[src/core/flash_host_pkg.sv]
// constants, types and command tables for the parallel flash host controller
package flash_host_pkg;

	localparam int CLK_MHZ        = 20;
	localparam int CLK_NS         = 50;
	localparam int LOAD_WIN_US    = 150;
	localparam int LOAD_WIN_CYC   = LOAD_WIN_US * CLK_MHZ;
	localparam int GAP_MARGIN_CYC = 16;
	localparam int GAP_GUARD_CYC  = LOAD_WIN_CYC - GAP_MARGIN_CYC;
	localparam int TOUT_CYC       = LOAD_WIN_CYC + GAP_MARGIN_CYC;
	localparam int FILTER_NS      = 15;
	localparam int FILTER_CYC     = (FILTER_NS + CLK_NS - 1) / CLK_NS;
	localparam int STROBE_LOW_CYC = FILTER_CYC + 1;
	localparam int ACCESS_NS      = 150;
	localparam int ACCESS_CYC     = (ACCESS_NS + CLK_NS - 1) / CLK_NS;
	localparam int SYNC_CYC       = 3;
	localparam int READ_WAIT_CYC  = ACCESS_CYC + SYNC_CYC;
	localparam int PWR_MS         = 5;
	localparam int PWR_CYC        = PWR_MS * 1000 * CLK_MHZ;
	// bound on program_cycle_time while polling
	localparam int PROG_CYCLE_MS  = 10;
	localparam int POLL_MAX_CYC   = PROG_CYCLE_MS * 1000 * CLK_MHZ;

	localparam int SECTOR_WORDS = 128;
	localparam int WORD_BITS    = 7;
	localparam int ADDR_W       = 16;
	localparam int DATA_W       = 16;
	localparam int POLL_LO_BIT  = 7;
	localparam int POLL_HI_BIT  = 15;
	localparam int TOG_LO_BIT   = 6;
	localparam int TOG_HI_BIT   = 14;

	localparam logic [ADDR_W-1:0] UNLOCK_ADDR1  = 16'h5555;
	localparam logic [ADDR_W-1:0] UNLOCK_ADDR2  = 16'h2AAA;
	localparam logic [DATA_W-1:0] UNLOCK_DATA1  = 16'h00AA;
	localparam logic [DATA_W-1:0] UNLOCK_DATA2  = 16'h0055;
	localparam logic [DATA_W-1:0] CMD_PROTECT   = 16'h00A0;
	localparam logic [DATA_W-1:0] CMD_SETUP     = 16'h0080;
	localparam logic [DATA_W-1:0] CMD_UNPROTECT = 16'h0020;
	localparam logic [DATA_W-1:0] CMD_ERASE     = 16'h0010;
	localparam logic [DATA_W-1:0] CMD_ID_ENTRY  = 16'h0090;
	localparam logic [DATA_W-1:0] CMD_ID_EXIT   = 16'h00F0;
	localparam logic [ADDR_W-1:0] ID_MFG_ADDR   = 16'h0000;
	localparam logic [ADDR_W-1:0] ID_DEV_ADDR   = 16'h0001;
	localparam logic [2:0]        SEQ_SHORT     = 3'h3;
	localparam logic [2:0]        SEQ_LONG      = 3'h6;

	typedef enum logic [2:0] {
		OP_READ     = 3'b000,
		OP_PROG     = 3'b001,
		OP_PROT_ON  = 3'b010,
		OP_PROT_OFF = 3'b011,
		OP_ERASE    = 3'b100,
		OP_ID       = 3'b101
	} op_e;

	typedef enum logic [2:0] {
		SEQ_PROTECT   = 3'b000,
		SEQ_UNPROTECT = 3'b001,
		SEQ_ERASE     = 3'b010,
		SEQ_ID_IN     = 3'b011,
		SEQ_ID_OUT    = 3'b100
	} seq_e;

	typedef struct packed {
		op_e               op;
		logic [ADDR_W-1:0] addr;
	} cmd_s;

	typedef struct packed {
		logic [WORD_BITS-1:0] idx;
		logic [DATA_W-1:0]    data;
		logic                 last;
	} word_s;

	typedef struct packed {
		logic [DATA_W-1:0] data;
		logic              err;
	} rsp_s;

	typedef struct packed {
		logic [ADDR_W-1:0] addr;
		logic [DATA_W-1:0] data;
	} bus_word_s;

	typedef struct packed {
		logic [ADDR_W-1:0] addr;
		logic [DATA_W-1:0] dqOut;
		logic              dqOe;
		logic              ceN;
		logic              oeN;
		logic              weN;
	} pins_s;

	function automatic logic [2:0] seq_len(seq_e s);
		seq_len = (s == SEQ_UNPROTECT || s == SEQ_ERASE) ? SEQ_LONG : SEQ_SHORT;
	endfunction : seq_len

	function automatic bus_word_s seq_word(seq_e s, logic [2:0] i);
		logic [DATA_W-1:0] third;
		logic [DATA_W-1:0] sixth;
		third = (s == SEQ_PROTECT) ? CMD_PROTECT : (s == SEQ_ID_IN) ? CMD_ID_ENTRY :
			(s == SEQ_ID_OUT) ? CMD_ID_EXIT : CMD_SETUP;
		sixth = (s == SEQ_UNPROTECT) ? CMD_UNPROTECT : CMD_ERASE;
		case (i)
			3'h0:    seq_word = '{UNLOCK_ADDR1, UNLOCK_DATA1};
			3'h1:    seq_word = '{UNLOCK_ADDR2, UNLOCK_DATA2};
			3'h2:    seq_word = '{UNLOCK_ADDR1, third};
			3'h3:    seq_word = '{UNLOCK_ADDR1, UNLOCK_DATA1};
			3'h4:    seq_word = '{UNLOCK_ADDR2, UNLOCK_DATA2};
			default: seq_word = '{UNLOCK_ADDR1, sixth};
		endcase
	endfunction : seq_word

endpackage : flash_host_pkg

[src/core/flash_host_ctrl.sv]
// host-side controller driving a sector-programmed parallel flash over its pins
// Behaviour
// - sector program loads up to 128 words
// - word load: strobe low, gate high
// - next strobe fall within 150 us window
// - upper lines sector, lower lines word index
// - host waits cycle end before next access
// - three command words enable write lock
// - locked: every program starts with prefix
// - six-word code erases whole array
module flash_host_ctrl #(
	parameter int PWR_DELAY_CYC  = flash_host_pkg::PWR_CYC,
	parameter int POLL_LIMIT_CYC = flash_host_pkg::POLL_MAX_CYC,
	parameter bit PROT_AT_RESET  = 1'b0
) (
	input  wire logic                  ref_clk,   // 20 MHz clock
	input  wire logic                  rst,       // synchronous reset
	input  wire logic                  cmdValid,  // command offered
	output logic                       cmdReady,  // idle, command taken
	input  flash_host_pkg::cmd_s       cmd,       // operation and address
	input  wire logic                  wordValid, // sector word offered
	output logic                       wordReady, // sector word taken
	input  flash_host_pkg::word_s      word,      // word index, data, last
	output logic                       rspValid,  // one-cycle completion
	output flash_host_pkg::rsp_s       rsp,       // read data and error
	output logic                       protActive,// write_lock_protection shadow
	output flash_host_pkg::pins_s      flashPins, // flash control, address, data out
	input  wire logic [15:0]           dqIn       // flash data pins in
);

	typedef enum logic [3:0] {
		S_PWR   = 4'b0000,
		S_IDLE  = 4'b0001,
		S_SEQ   = 4'b0010,
		S_WORD  = 4'b0011,
		S_WLOW  = 4'b0100,
		S_WHIGH = 4'b0101,
		S_TOUT  = 4'b0110,
		S_RD    = 4'b0111,
		S_EVAL  = 4'b1000
	} state_e;

	localparam logic [12:0] GAP_GUARD  = 13'(flash_host_pkg::GAP_GUARD_CYC);
	localparam logic [12:0] TOUT_LIM   = 13'(flash_host_pkg::TOUT_CYC);
	localparam logic [12:0] GAP_MAX    = 13'h1FFF;
	localparam logic [3:0]  STROBE_LIM = 4'(flash_host_pkg::STROBE_LOW_CYC);
	localparam logic [3:0]  READ_LIM   = 4'(flash_host_pkg::READ_WAIT_CYC);
	localparam logic [23:0] PWR_LIM    = 24'(PWR_DELAY_CYC);
	localparam logic [23:0] POLL_LIM   = 24'(POLL_LIMIT_CYC);
	localparam logic [7:0]  LAST_IDX   = 8'(flash_host_pkg::SECTOR_WORDS - 1);

	state_e                  state_r;
	flash_host_pkg::op_e     op_r;
	flash_host_pkg::seq_e    seqSel_r;
	logic [2:0]              seqIdx_r;
	logic                    inSeq_r;
	logic [3:0]              cnt_r;
	logic [12:0]             gapCnt_r;
	logic [23:0]             pollCnt_r;
	logic [23:0]             pwrCnt_r;
	logic                    pwrDone_r;
	logic [7:0]              wordCnt_r;
	logic                    lastWord_r;
	logic [8:0]              sector_r;
	logic [15:0]             addr_r;
	logic [15:0]             dq_r;
	logic                    dqOe_r;
	logic                    ceN_r;
	logic                    oeN_r;
	logic                    weN_r;
	logic [15:0]             lastAddr_r;
	logic [15:0]             lastData_r;
	logic [15:0]             rdData_r;
	logic [15:0]             prevRd_r;
	logic                    firstRd_r;
	logic                    rdPoll_r;
	logic [1:0]              idPhase_r;
	logic [15:0]             idWord_r;
	logic                    err_r;
	logic                    prot_r;
	logic                    rspValid_r;
	flash_host_pkg::rsp_s    rsp_r;
	logic [15:0]             dqS1_r;
	logic [15:0]             dqS2_r;
	logic [15:0]             dqS3_r;
	logic                    togStable;
	logic                    dataMatch;
	logic                    pollDone;
	logic                    finish;

	assign cmdReady   = (state_r == S_IDLE);
	assign wordReady  = (state_r == S_WORD) && (gapCnt_r < GAP_GUARD);
	assign rspValid   = rspValid_r;
	assign rsp        = rsp_r;
	assign protActive = prot_r;
	assign flashPins  = '{addr_r, dq_r, dqOe_r, ceN_r, oeN_r, weN_r};

	// busy while toggle bits still alternate between successive reads
	assign togStable = (rdData_r[flash_host_pkg::TOG_LO_BIT] == prevRd_r[flash_host_pkg::TOG_LO_BIT]) &&
		(rdData_r[flash_host_pkg::TOG_HI_BIT] == prevRd_r[flash_host_pkg::TOG_HI_BIT]);
	assign dataMatch = (rdData_r[flash_host_pkg::POLL_LO_BIT] == lastData_r[flash_host_pkg::POLL_LO_BIT]) &&
		(rdData_r[flash_host_pkg::POLL_HI_BIT] == lastData_r[flash_host_pkg::POLL_HI_BIT]);
	assign pollDone  = !firstRd_r && togStable && (op_r != flash_host_pkg::OP_PROG || err_r || dataMatch);
	assign finish    = (state_r == S_EVAL) && rdPoll_r && pollDone &&
		!(op_r == flash_host_pkg::OP_ID && idPhase_r == 2'h0);

	// pins are asynchronous to ref_clk; a change counts once stages two and three agree
	always_ff @(posedge ref_clk) begin
		if (rst) begin
			dqS1_r <= '0;
			dqS2_r <= '0;
			dqS3_r <= '0;
		end else begin
			dqS1_r <= dqIn;
			dqS2_r <= dqS1_r;
			dqS3_r <= dqS2_r;
		end
	end

	always_ff @(posedge ref_clk) begin
		if (rst) begin
			pwrCnt_r  <= '0;
			pwrDone_r <= 1'b0;
		end else if (!pwrDone_r) begin
			pwrCnt_r  <= pwrCnt_r + 24'h00_0001;
			pwrDone_r <= (pwrCnt_r >= PWR_LIM);
		end
	end

	// time since the last strobe rising edge, saturating
	always_ff @(posedge ref_clk) begin
		if (rst || state_r == S_IDLE || state_r == S_WHIGH) begin
			gapCnt_r <= '0;
		end else if (gapCnt_r != GAP_MAX) begin
			gapCnt_r <= gapCnt_r + 13'h0001;
		end
	end

	// host reset cannot see the device flag, so it starts from a strap value
	always_ff @(posedge ref_clk) begin
		if (rst) begin
			prot_r <= PROT_AT_RESET;
		end else if (finish && !err_r && op_r == flash_host_pkg::OP_PROT_ON) begin
			prot_r <= 1'b1;
		end else if (finish && !err_r && op_r == flash_host_pkg::OP_PROT_OFF) begin
			prot_r <= 1'b0;
		end
	end

	always_ff @(posedge ref_clk) begin
		if (rst) begin
			state_r    <= S_PWR;
			op_r       <= flash_host_pkg::OP_READ;
			seqSel_r   <= flash_host_pkg::SEQ_PROTECT;
			seqIdx_r   <= '0;
			inSeq_r    <= 1'b0;
			cnt_r      <= '0;
			pollCnt_r  <= '0;
			wordCnt_r  <= '0;
			lastWord_r <= 1'b0;
			sector_r   <= '0;
			addr_r     <= '0;
			dq_r       <= '0;
			dqOe_r     <= 1'b0;
			ceN_r      <= 1'b1;
			oeN_r      <= 1'b1;
			weN_r      <= 1'b1;
			lastAddr_r <= '0;
			lastData_r <= '0;
			rdData_r   <= '0;
			prevRd_r   <= '0;
			firstRd_r  <= 1'b1;
			rdPoll_r   <= 1'b0;
			idPhase_r  <= '0;
			idWord_r   <= '0;
			err_r      <= 1'b0;
			rspValid_r <= 1'b0;
			rsp_r      <= '0;
		end else begin
			rspValid_r <= 1'b0;
			case (state_r)
				S_PWR: begin
					if (pwrDone_r) begin
						state_r <= S_IDLE;
					end
				end
				S_IDLE: begin
					ceN_r      <= 1'b1;
					oeN_r      <= 1'b1;
					lastWord_r <= 1'b0;
					if (cmdValid) begin
						op_r      <= cmd.op;
						addr_r    <= cmd.addr;
						sector_r  <= cmd.addr[15:7];
						ceN_r     <= 1'b0;
						err_r     <= 1'b0;
						wordCnt_r <= '0;
						pollCnt_r <= '0;
						cnt_r     <= '0;
						idPhase_r <= '0;
						seqIdx_r  <= '0;
						rdPoll_r  <= 1'b0;
						firstRd_r <= 1'b1;
						seqSel_r  <= (cmd.op == flash_host_pkg::OP_PROT_OFF) ? flash_host_pkg::SEQ_UNPROTECT :
							(cmd.op == flash_host_pkg::OP_ERASE) ? flash_host_pkg::SEQ_ERASE :
							(cmd.op == flash_host_pkg::OP_ID) ? flash_host_pkg::SEQ_ID_IN : flash_host_pkg::SEQ_PROTECT;
						// a locked device needs the prefix, else it polls and stores nothing
						inSeq_r   <= (cmd.op != flash_host_pkg::OP_READ) && (cmd.op != flash_host_pkg::OP_PROG || prot_r);
						if (cmd.op == flash_host_pkg::OP_READ) begin
							state_r <= S_RD;
						end else if (cmd.op == flash_host_pkg::OP_PROG && !prot_r) begin
							state_r <= S_WORD;
						end else begin
							state_r <= S_SEQ;
						end
					end
				end
				S_SEQ: begin
					{addr_r, dq_r} <= flash_host_pkg::seq_word(seqSel_r, seqIdx_r);
					dqOe_r         <= 1'b1;
					cnt_r          <= '0;
					state_r        <= S_WLOW;
				end
				S_WORD: begin
					if (gapCnt_r >= GAP_GUARD) begin
						err_r   <= 1'b1;
						state_r <= S_TOUT;
					end else if (wordValid) begin
						addr_r     <= {sector_r, word.idx};
						dq_r       <= word.data;
						lastWord_r <= word.last || (wordCnt_r == LAST_IDX);
						wordCnt_r  <= wordCnt_r + 8'h01;
						dqOe_r     <= 1'b1;
						cnt_r      <= '0;
						state_r    <= S_WLOW;
					end
				end
				S_WLOW: begin
					// strobe held low beyond the noise filter width
					cnt_r <= cnt_r + 4'h1;
					if (cnt_r == STROBE_LIM) begin
						weN_r   <= 1'b1;
						state_r <= S_WHIGH;
					end else begin
						weN_r <= 1'b0;
					end
				end
				S_WHIGH: begin
					dqOe_r     <= 1'b0;
					lastAddr_r <= addr_r;
					lastData_r <= dq_r;
					if (inSeq_r && seqIdx_r != flash_host_pkg::seq_len(seqSel_r) - 3'h1) begin
						seqIdx_r <= seqIdx_r + 3'h1;
						state_r  <= S_SEQ;
					end else if (op_r == flash_host_pkg::OP_PROG && (inSeq_r || !lastWord_r)) begin
						inSeq_r <= 1'b0;
						state_r <= S_WORD;
					end else begin
						inSeq_r <= 1'b0;
						state_r <= S_TOUT;
					end
				end
				S_TOUT: begin
					// let the load window lapse so the device starts its cycle
					if (gapCnt_r >= TOUT_LIM) begin
						addr_r    <= lastAddr_r;
						rdPoll_r  <= 1'b1;
						firstRd_r <= 1'b1;
						cnt_r     <= '0;
						state_r   <= S_RD;
					end
				end
				S_RD: begin
					oeN_r <= 1'b0;
					if (rdPoll_r) begin
						pollCnt_r <= pollCnt_r + 24'h00_0001;
					end
					if (cnt_r < READ_LIM) begin
						cnt_r <= cnt_r + 4'h1;
					end else if (dqS2_r == dqS3_r) begin
						rdData_r <= dqS3_r;
						oeN_r    <= 1'b1;
						state_r  <= S_EVAL;
					end
				end
				S_EVAL: begin
					cnt_r    <= '0;
					prevRd_r <= rdData_r;
					if (rdPoll_r) begin
						pollCnt_r <= pollCnt_r + 24'h00_0001;
						firstRd_r <= 1'b0;
						if (pollDone && op_r == flash_host_pkg::OP_ID && idPhase_r == 2'h0) begin
							idPhase_r <= 2'h1;
							rdPoll_r  <= 1'b0;
							addr_r    <= flash_host_pkg::ID_MFG_ADDR;
							state_r   <= S_RD;
						end else if (pollDone || pollCnt_r >= POLL_LIM) begin
							rspValid_r <= 1'b1;
							rsp_r      <= '{(op_r == flash_host_pkg::OP_ID) ? idWord_r : rdData_r, err_r || !pollDone};
							state_r    <= S_IDLE;
						end else begin
							state_r <= S_RD;
						end
					end else if (op_r == flash_host_pkg::OP_ID) begin
						if (addr_r == flash_host_pkg::ID_MFG_ADDR) begin
							idWord_r[7:0] <= rdData_r[7:0];
							addr_r        <= flash_host_pkg::ID_DEV_ADDR;
							state_r       <= S_RD;
						end else begin
							idWord_r[15:8] <= rdData_r[7:0];
							idPhase_r      <= 2'h2;
							seqSel_r       <= flash_host_pkg::SEQ_ID_OUT;
							seqIdx_r       <= '0;
							inSeq_r        <= 1'b1;
							state_r        <= S_SEQ;
						end
					end else begin
						rspValid_r <= 1'b1;
						rsp_r      <= '{rdData_r, 1'b0};
						state_r    <= S_IDLE;
					end
				end
				default: begin
					state_r <= S_IDLE;
				end
			endcase
		end
	end

	a_no_contention: assert property (@(posedge ref_clk) disable iff (rst)
		flashPins.dqOe |-> flashPins.oeN && !flashPins.ceN)
		else $error("data driven while output gate low or chip idle");

	a_strobe_width: assert property (@(posedge ref_clk) disable iff (rst)
		$fell(flashPins.weN) |-> !flashPins.weN ##1 !flashPins.weN ##1 flashPins.weN)
		else $error("write strobe low width wrong");

	a_load_stable: assert property (@(posedge ref_clk) disable iff (rst)
		(!flashPins.weN && !$fell(flashPins.weN)) |-> $stable(flashPins.addr) && $stable(flashPins.dqOut) && flashPins.dqOe)
		else $error("address or data moved under a low strobe");

	a_sector_fixed: assert property (@(posedge ref_clk) disable iff (rst)
		($fell(flashPins.weN) && op_r == flash_host_pkg::OP_PROG && !inSeq_r) |-> flashPins.addr[15:7] == sector_r)
		else $error("sector changed inside a load period");

	a_load_window: assert property (@(posedge ref_clk) disable iff (rst)
		(state_r == S_WORD && wordValid && wordReady) |=> ##1 !flashPins.weN && gapCnt_r < TOUT_LIM)
		else $error("word strobe outside the load window");

	a_tout_wait: assert property (@(posedge ref_clk) disable iff (rst)
		(state_r == S_TOUT && gapCnt_r < TOUT_LIM) |=> state_r == S_TOUT && flashPins.weN)
		else $error("polling began before the load window lapsed");

	a_power_hold: assert property (@(posedge ref_clk) disable iff (rst)
		!pwrDone_r |-> flashPins.weN && flashPins.ceN && cmdReady == 1'b0)
		else $error("flash touched during power-on delay");

	a_prefix_first: assert property (@(posedge ref_clk) disable iff (rst)
		(state_r == S_IDLE && cmdValid && cmd.op == flash_host_pkg::OP_PROG && prot_r) |=> state_r == S_SEQ ##1
		flashPins.addr == flash_host_pkg::UNLOCK_ADDR1 && flashPins.dqOut == flash_host_pkg::UNLOCK_DATA1)
		else $error("locked program did not open with the prefix");

	a_sector_count: assert property (@(posedge ref_clk) disable iff (rst)
		(state_r == S_WHIGH && op_r == flash_host_pkg::OP_PROG && !inSeq_r && wordCnt_r > LAST_IDX) |=> state_r == S_TOUT)
		else $error("more than a sector of words loaded");

	a_done_stable: assert property (@(posedge ref_clk) disable iff (rst)
		(rspValid && $past(rdPoll_r) && !rsp.err) |-> $past(togStable) && !$past(firstRd_r))
		else $error("completion reported while toggle bits moved");

endmodule : flash_host_ctrl

[config.mk]
export PLATFORM = sky130hd
export DESIGN_NAME = flash_host_ctrl
export DESIGN_NICKNAME = d
export VERILOG_FILES = /design/src/core/flash_host_pkg.sv /design/src/core/flash_host_ctrl.sv
export SDC_FILE = /design/constraint.sdc
export NUM_CORES = 1
export LEC_CHECK = 0
export BUFFER_PORTS_ARGS = -buffer_cell sky130_fd_sc_hd__buf_2
export CAP_MARGIN = 0
export CELL_PAD_IN_SITES_DETAIL_PLACEMENT = 1
export CELL_PAD_IN_SITES_GLOBAL_PLACEMENT = 1
export CORE_MARGIN = 10
export CORE_UTILIZATION = 35
export CTS_CLUSTER_SIZE = 40
export DETAILED_ROUTE_END_ITERATION = 6
export PLACE_DENSITY_LB_ADDON = 0.1
export SYNTH_ARGS = -nofsm -noshare
export SYNTH_HDL_FRONTEND = slang
export SYNTH_SLANG_ARGS = --single-unit
[constraint.sdc]
create_clock -name ref_clk -period 2.5 [get_ports ref_clk]
set_input_delay 0.125 -clock ref_clk [delete_from_list [all_inputs] [get_ports ref_clk]]
set_output_delay 0.125 -clock ref_clk [all_outputs]
set_load 0.05 [all_outputs]
==> results.yml <==
placed_design:
  portBuffers: 119
  place_congestion: 0.774
  placed_area_mm2: 0.0126
  placed_cells: 1838
  place_hpwl_um: 23100
global_routing:
  grt_overflow: 0
  antenna_found_initial: 1
  grt.total_usage: 0.162
  grt_max_degree: 93
  grt_pass1_vias: 10200
  grt_pass1_wl_um: 55000
finish:
  fin_cells: 1948
  diodes: 0
  final_area_mm2: 0.0143
  fin_nets: 1559
  area_delta_synth_final_pct: 25.1
  drive_gt1_frac: 0.179
  final_util: 0.440
cts:
  numCtsBuffers: 30
  clkTransAtPathRegs_ps: 60
  htreeDepth: 1
  clock_latency_ps: 560
  clockRootBuffer: "clkbuf_16"
  cts.sinks: 258
  cts_tree: "yes"
  clk_path_buf_depth: 3
pwr:
  power.density_mw_per_mm2: 811
  leakagePower_uw: 0.00540
  vdd_drop_max_uv: 519
  total_power_uw: 11600
timing:
  hold_violations: 0
  finClkSkew_ps: 13.5
  max_slew_margin: 0.573
  report.final.setup_viol: 0
  period_needed_ps: 2320
  max_slew.worst_pin.slew_ps: 641
  timing.final.crit_share: 0.928
  rsz0062_at_grt: "no"
  drv_slew: 0
  fmax_mhz: 431
  fin_setup_tns_ps: 0
logic_synthesis:
  ys_warn_count: 0
  synth_cells: 1304
  syn_nets: 1381
  ys_seq_elements: 258
  synth-edff-count: 0
  synthTopCellsByArea: "dfxtp_1, nand2_1, nor2_1, a21oi_1, xor2_1"
  synth-simple-area-share: 0.239
  yosys.area_share.xor_xnor: 0.0569
  synthDistinctLibCells: 79
  ys_async_sr_fraction: 0
  syn_area_per_cell_um2: 8.74
  synth-seq-area-share: 0.453
  synth_fa_ha_area_frac: 0.0154
  synth_top_family_by_area: "simple AND/OR/NAND/NOR gates"
  synthFlopType: "dfxtp_1"
  synth_compound_area_frac: 0.161
  synth_top_area_frac: 0.453
  synthMuxAreaShare: 0.0326
  synth.cell_area_mm2: 0.0114
  synth_top_area_cell: "dfxtp_1"
routing:
  firstDrtPassIters: 4
  wl_per_cell_um: 17.2
  vias_per_cell: 5.07
  vias: 9874
  post-route-drc-count: 0
  drt-total-wl_um: 33500
  drtIter0Drc: 465
  ant_nets: 0
outcome:
  status: "complete, no violations"
job:
  max_cap_violations: 0
floorplanning:
  ios: 120
  rows: 66
  die_h_um: 200
  core_mm2: 0.0324
  initial_core_util: 0.352
  die_x_um: 200
  dieArea_mm2: 0.0402
critical_path:
  arrival_ps: 2760
  critical_path_class: "flop to flop"
  cp-end-kind: "flop"
  cp-start-kind: "flop"
  cp_max_fo: 12
  worstPathRequired_ps: 2940
worst_hold_path:
  min_path_type: "primary input to flop"
## state kept, by name (all words and copies together) (netlist names), 3 cells and up
register / flops
op_r: 3
dq_r: 16
addr_r: 16
idWord_r: 16
pollCnt_r: 24
rdData_r: 16
state_r: 4
seqIdx_r: 3
dqS2_r: 16
pwrCnt_r: 24
cnt_r: 4
seqSel_r: 3
dqS3_r: 16
lastAddr_r: 16
gapCnt_r: 13
sector_r: 9
rsp: 17
wordCnt_r: 8
dqS1_r: 16
## synthesized netlist by cell type, types with 9 or more instances
master	count
a311oi_2	13
or3_1	14
nor3_1	17
o21ai_0	33
and3_1	19
dfxtp_1	258
clkbuf_1	51
nand2_1	152
buf_2	9
xnor2_1	31
a31oi_1	9
nand3_1	57
inv_1	25
o211ai_1	19
nand4_1	12
o2111ai_1	11
nand2b_1	10
ha_1	14
nor2b_1	54
a22oi_1	9
mux2i_1	36
nor4_1	17
nor2_1	152
a21oi_1	95
xor2_1	43
## cell usage in the layout, fill, tap and decap left out, types with 12 or more instances in the layout
master,Yosys,final
o211ai_1,19,19
nor3_1,17,16
o21ai_0,33,32
and3_1,19,19
ha_1,14,14
buf_4,7,50
a21oi_1,95,95
buf_2,9,118
nand4_1,12,12
nand2_1,152,152
dlygate4sd3_1,0,53
nor4_1,17,17
nand3_1,57,57
xnor2_1,31,31
nor2b_1,54,54
nor2_1,152,151
clkbuf_16,0,30
dfxtp_1,258,258
inv_1,25,25
a311oi_2,13,13
mux2i_1,36,36
xor2_1,43,43
or3_1,14,13
## worst max-delay path, stage by stage (launching register included)
cell and delay, ps:
dfxtp_1 600, nand4bb_1 310, a311oi_1 520, or2_2 220, a31oi_1 60, buf_4 160, a221o_1 340
## cells by family (layout without fill, tap and decap cells)
group                    Yosys count  count (layout)
AND/OR/NAND/NOR                  554             554
XOR/XNOR                          74              74
AO/OA/AOI/OAI                    262             262
buffers and inverters            105             307
flip-flops                       258             258
adder cells (fa/ha/maj)           14              14
multiplexers                      37              37
## layout make-up
cell class / instances / area (um^2)
clock buffers: 40 / 848
flip-flops and latches: 258 / 5160
clock inverters: 16 / 244
repair buffers: 225 / 1570
fillers: 3845 / 18100
multi-input cells: 941 / 5780
inverters: 26 / 97.6
well taps: 442 / 553
## through the flow
| step | setup slack, ps | hold WS, ps |
|---|---|---|
| 3_5_place_dp | 107 | 339 |
| 3_3_place_gp | 181 | 331 |
| 2_1_floorplan | 210 | 253 |
| 6_report | 180 | 77.4 |
| 4_1_cts | 86.8 | 55.6 |
| 5_1_grt | 60.2 | 106 |
## worst paths after layout
| path | cells past startpoint | from | to | slack (ps) |
|---|---|---|---|---|
| max | 6 | state_r[2] | firstRd_r | 180 |
| min | 5 | word[23] | addr_r[6] | 80 |
| max reg2reg | 6 | state_r[2] | firstRd_r | 180 |
| min reg2reg | 1 | dqS1_r[15] | dqS2_r[15] | 440 |
## routing by layer
| layer | wire (um) | vias to the layer above | track usage |
|---|---|---|---|
| li1 | - | 4923 | - |
| met1 | 15700 | 4775 | 0.207 |
| met2 | 16100 | 140 | 0.282 |
| met3 | 1140 | 36 | 0.0237 |
| met4 | 537 | 0 | 0.0325 |
| met5 | 0 | - | 0 |
## power breakdown
| part | total (uW) | internal [uW] | switching (uW) | leakage [uW] |
|---|---|---|---|---|
| Combinational | 2250 | 738 | 1510 | 0.00276 |
| Clock | 4770 | 2990 | 1780 | 0.000541 |
| Sequential | 4540 | 4330 | 211 | 0.00209 |
## timing repair
| action | in CTS | in global routing |
|---|---|---|
| gates resized for setup | 1 | 1 |
| endpoints found under the setup margin | 1 | 5 |
| hold endpoints to repair | 90 | 0 |
| buffers inserted | 0 | 1 |
| hold buffers | 53 | 0 |
| pin swaps | 0 | 1 |
Note: power is estimated with default switching activity, not from simulation.
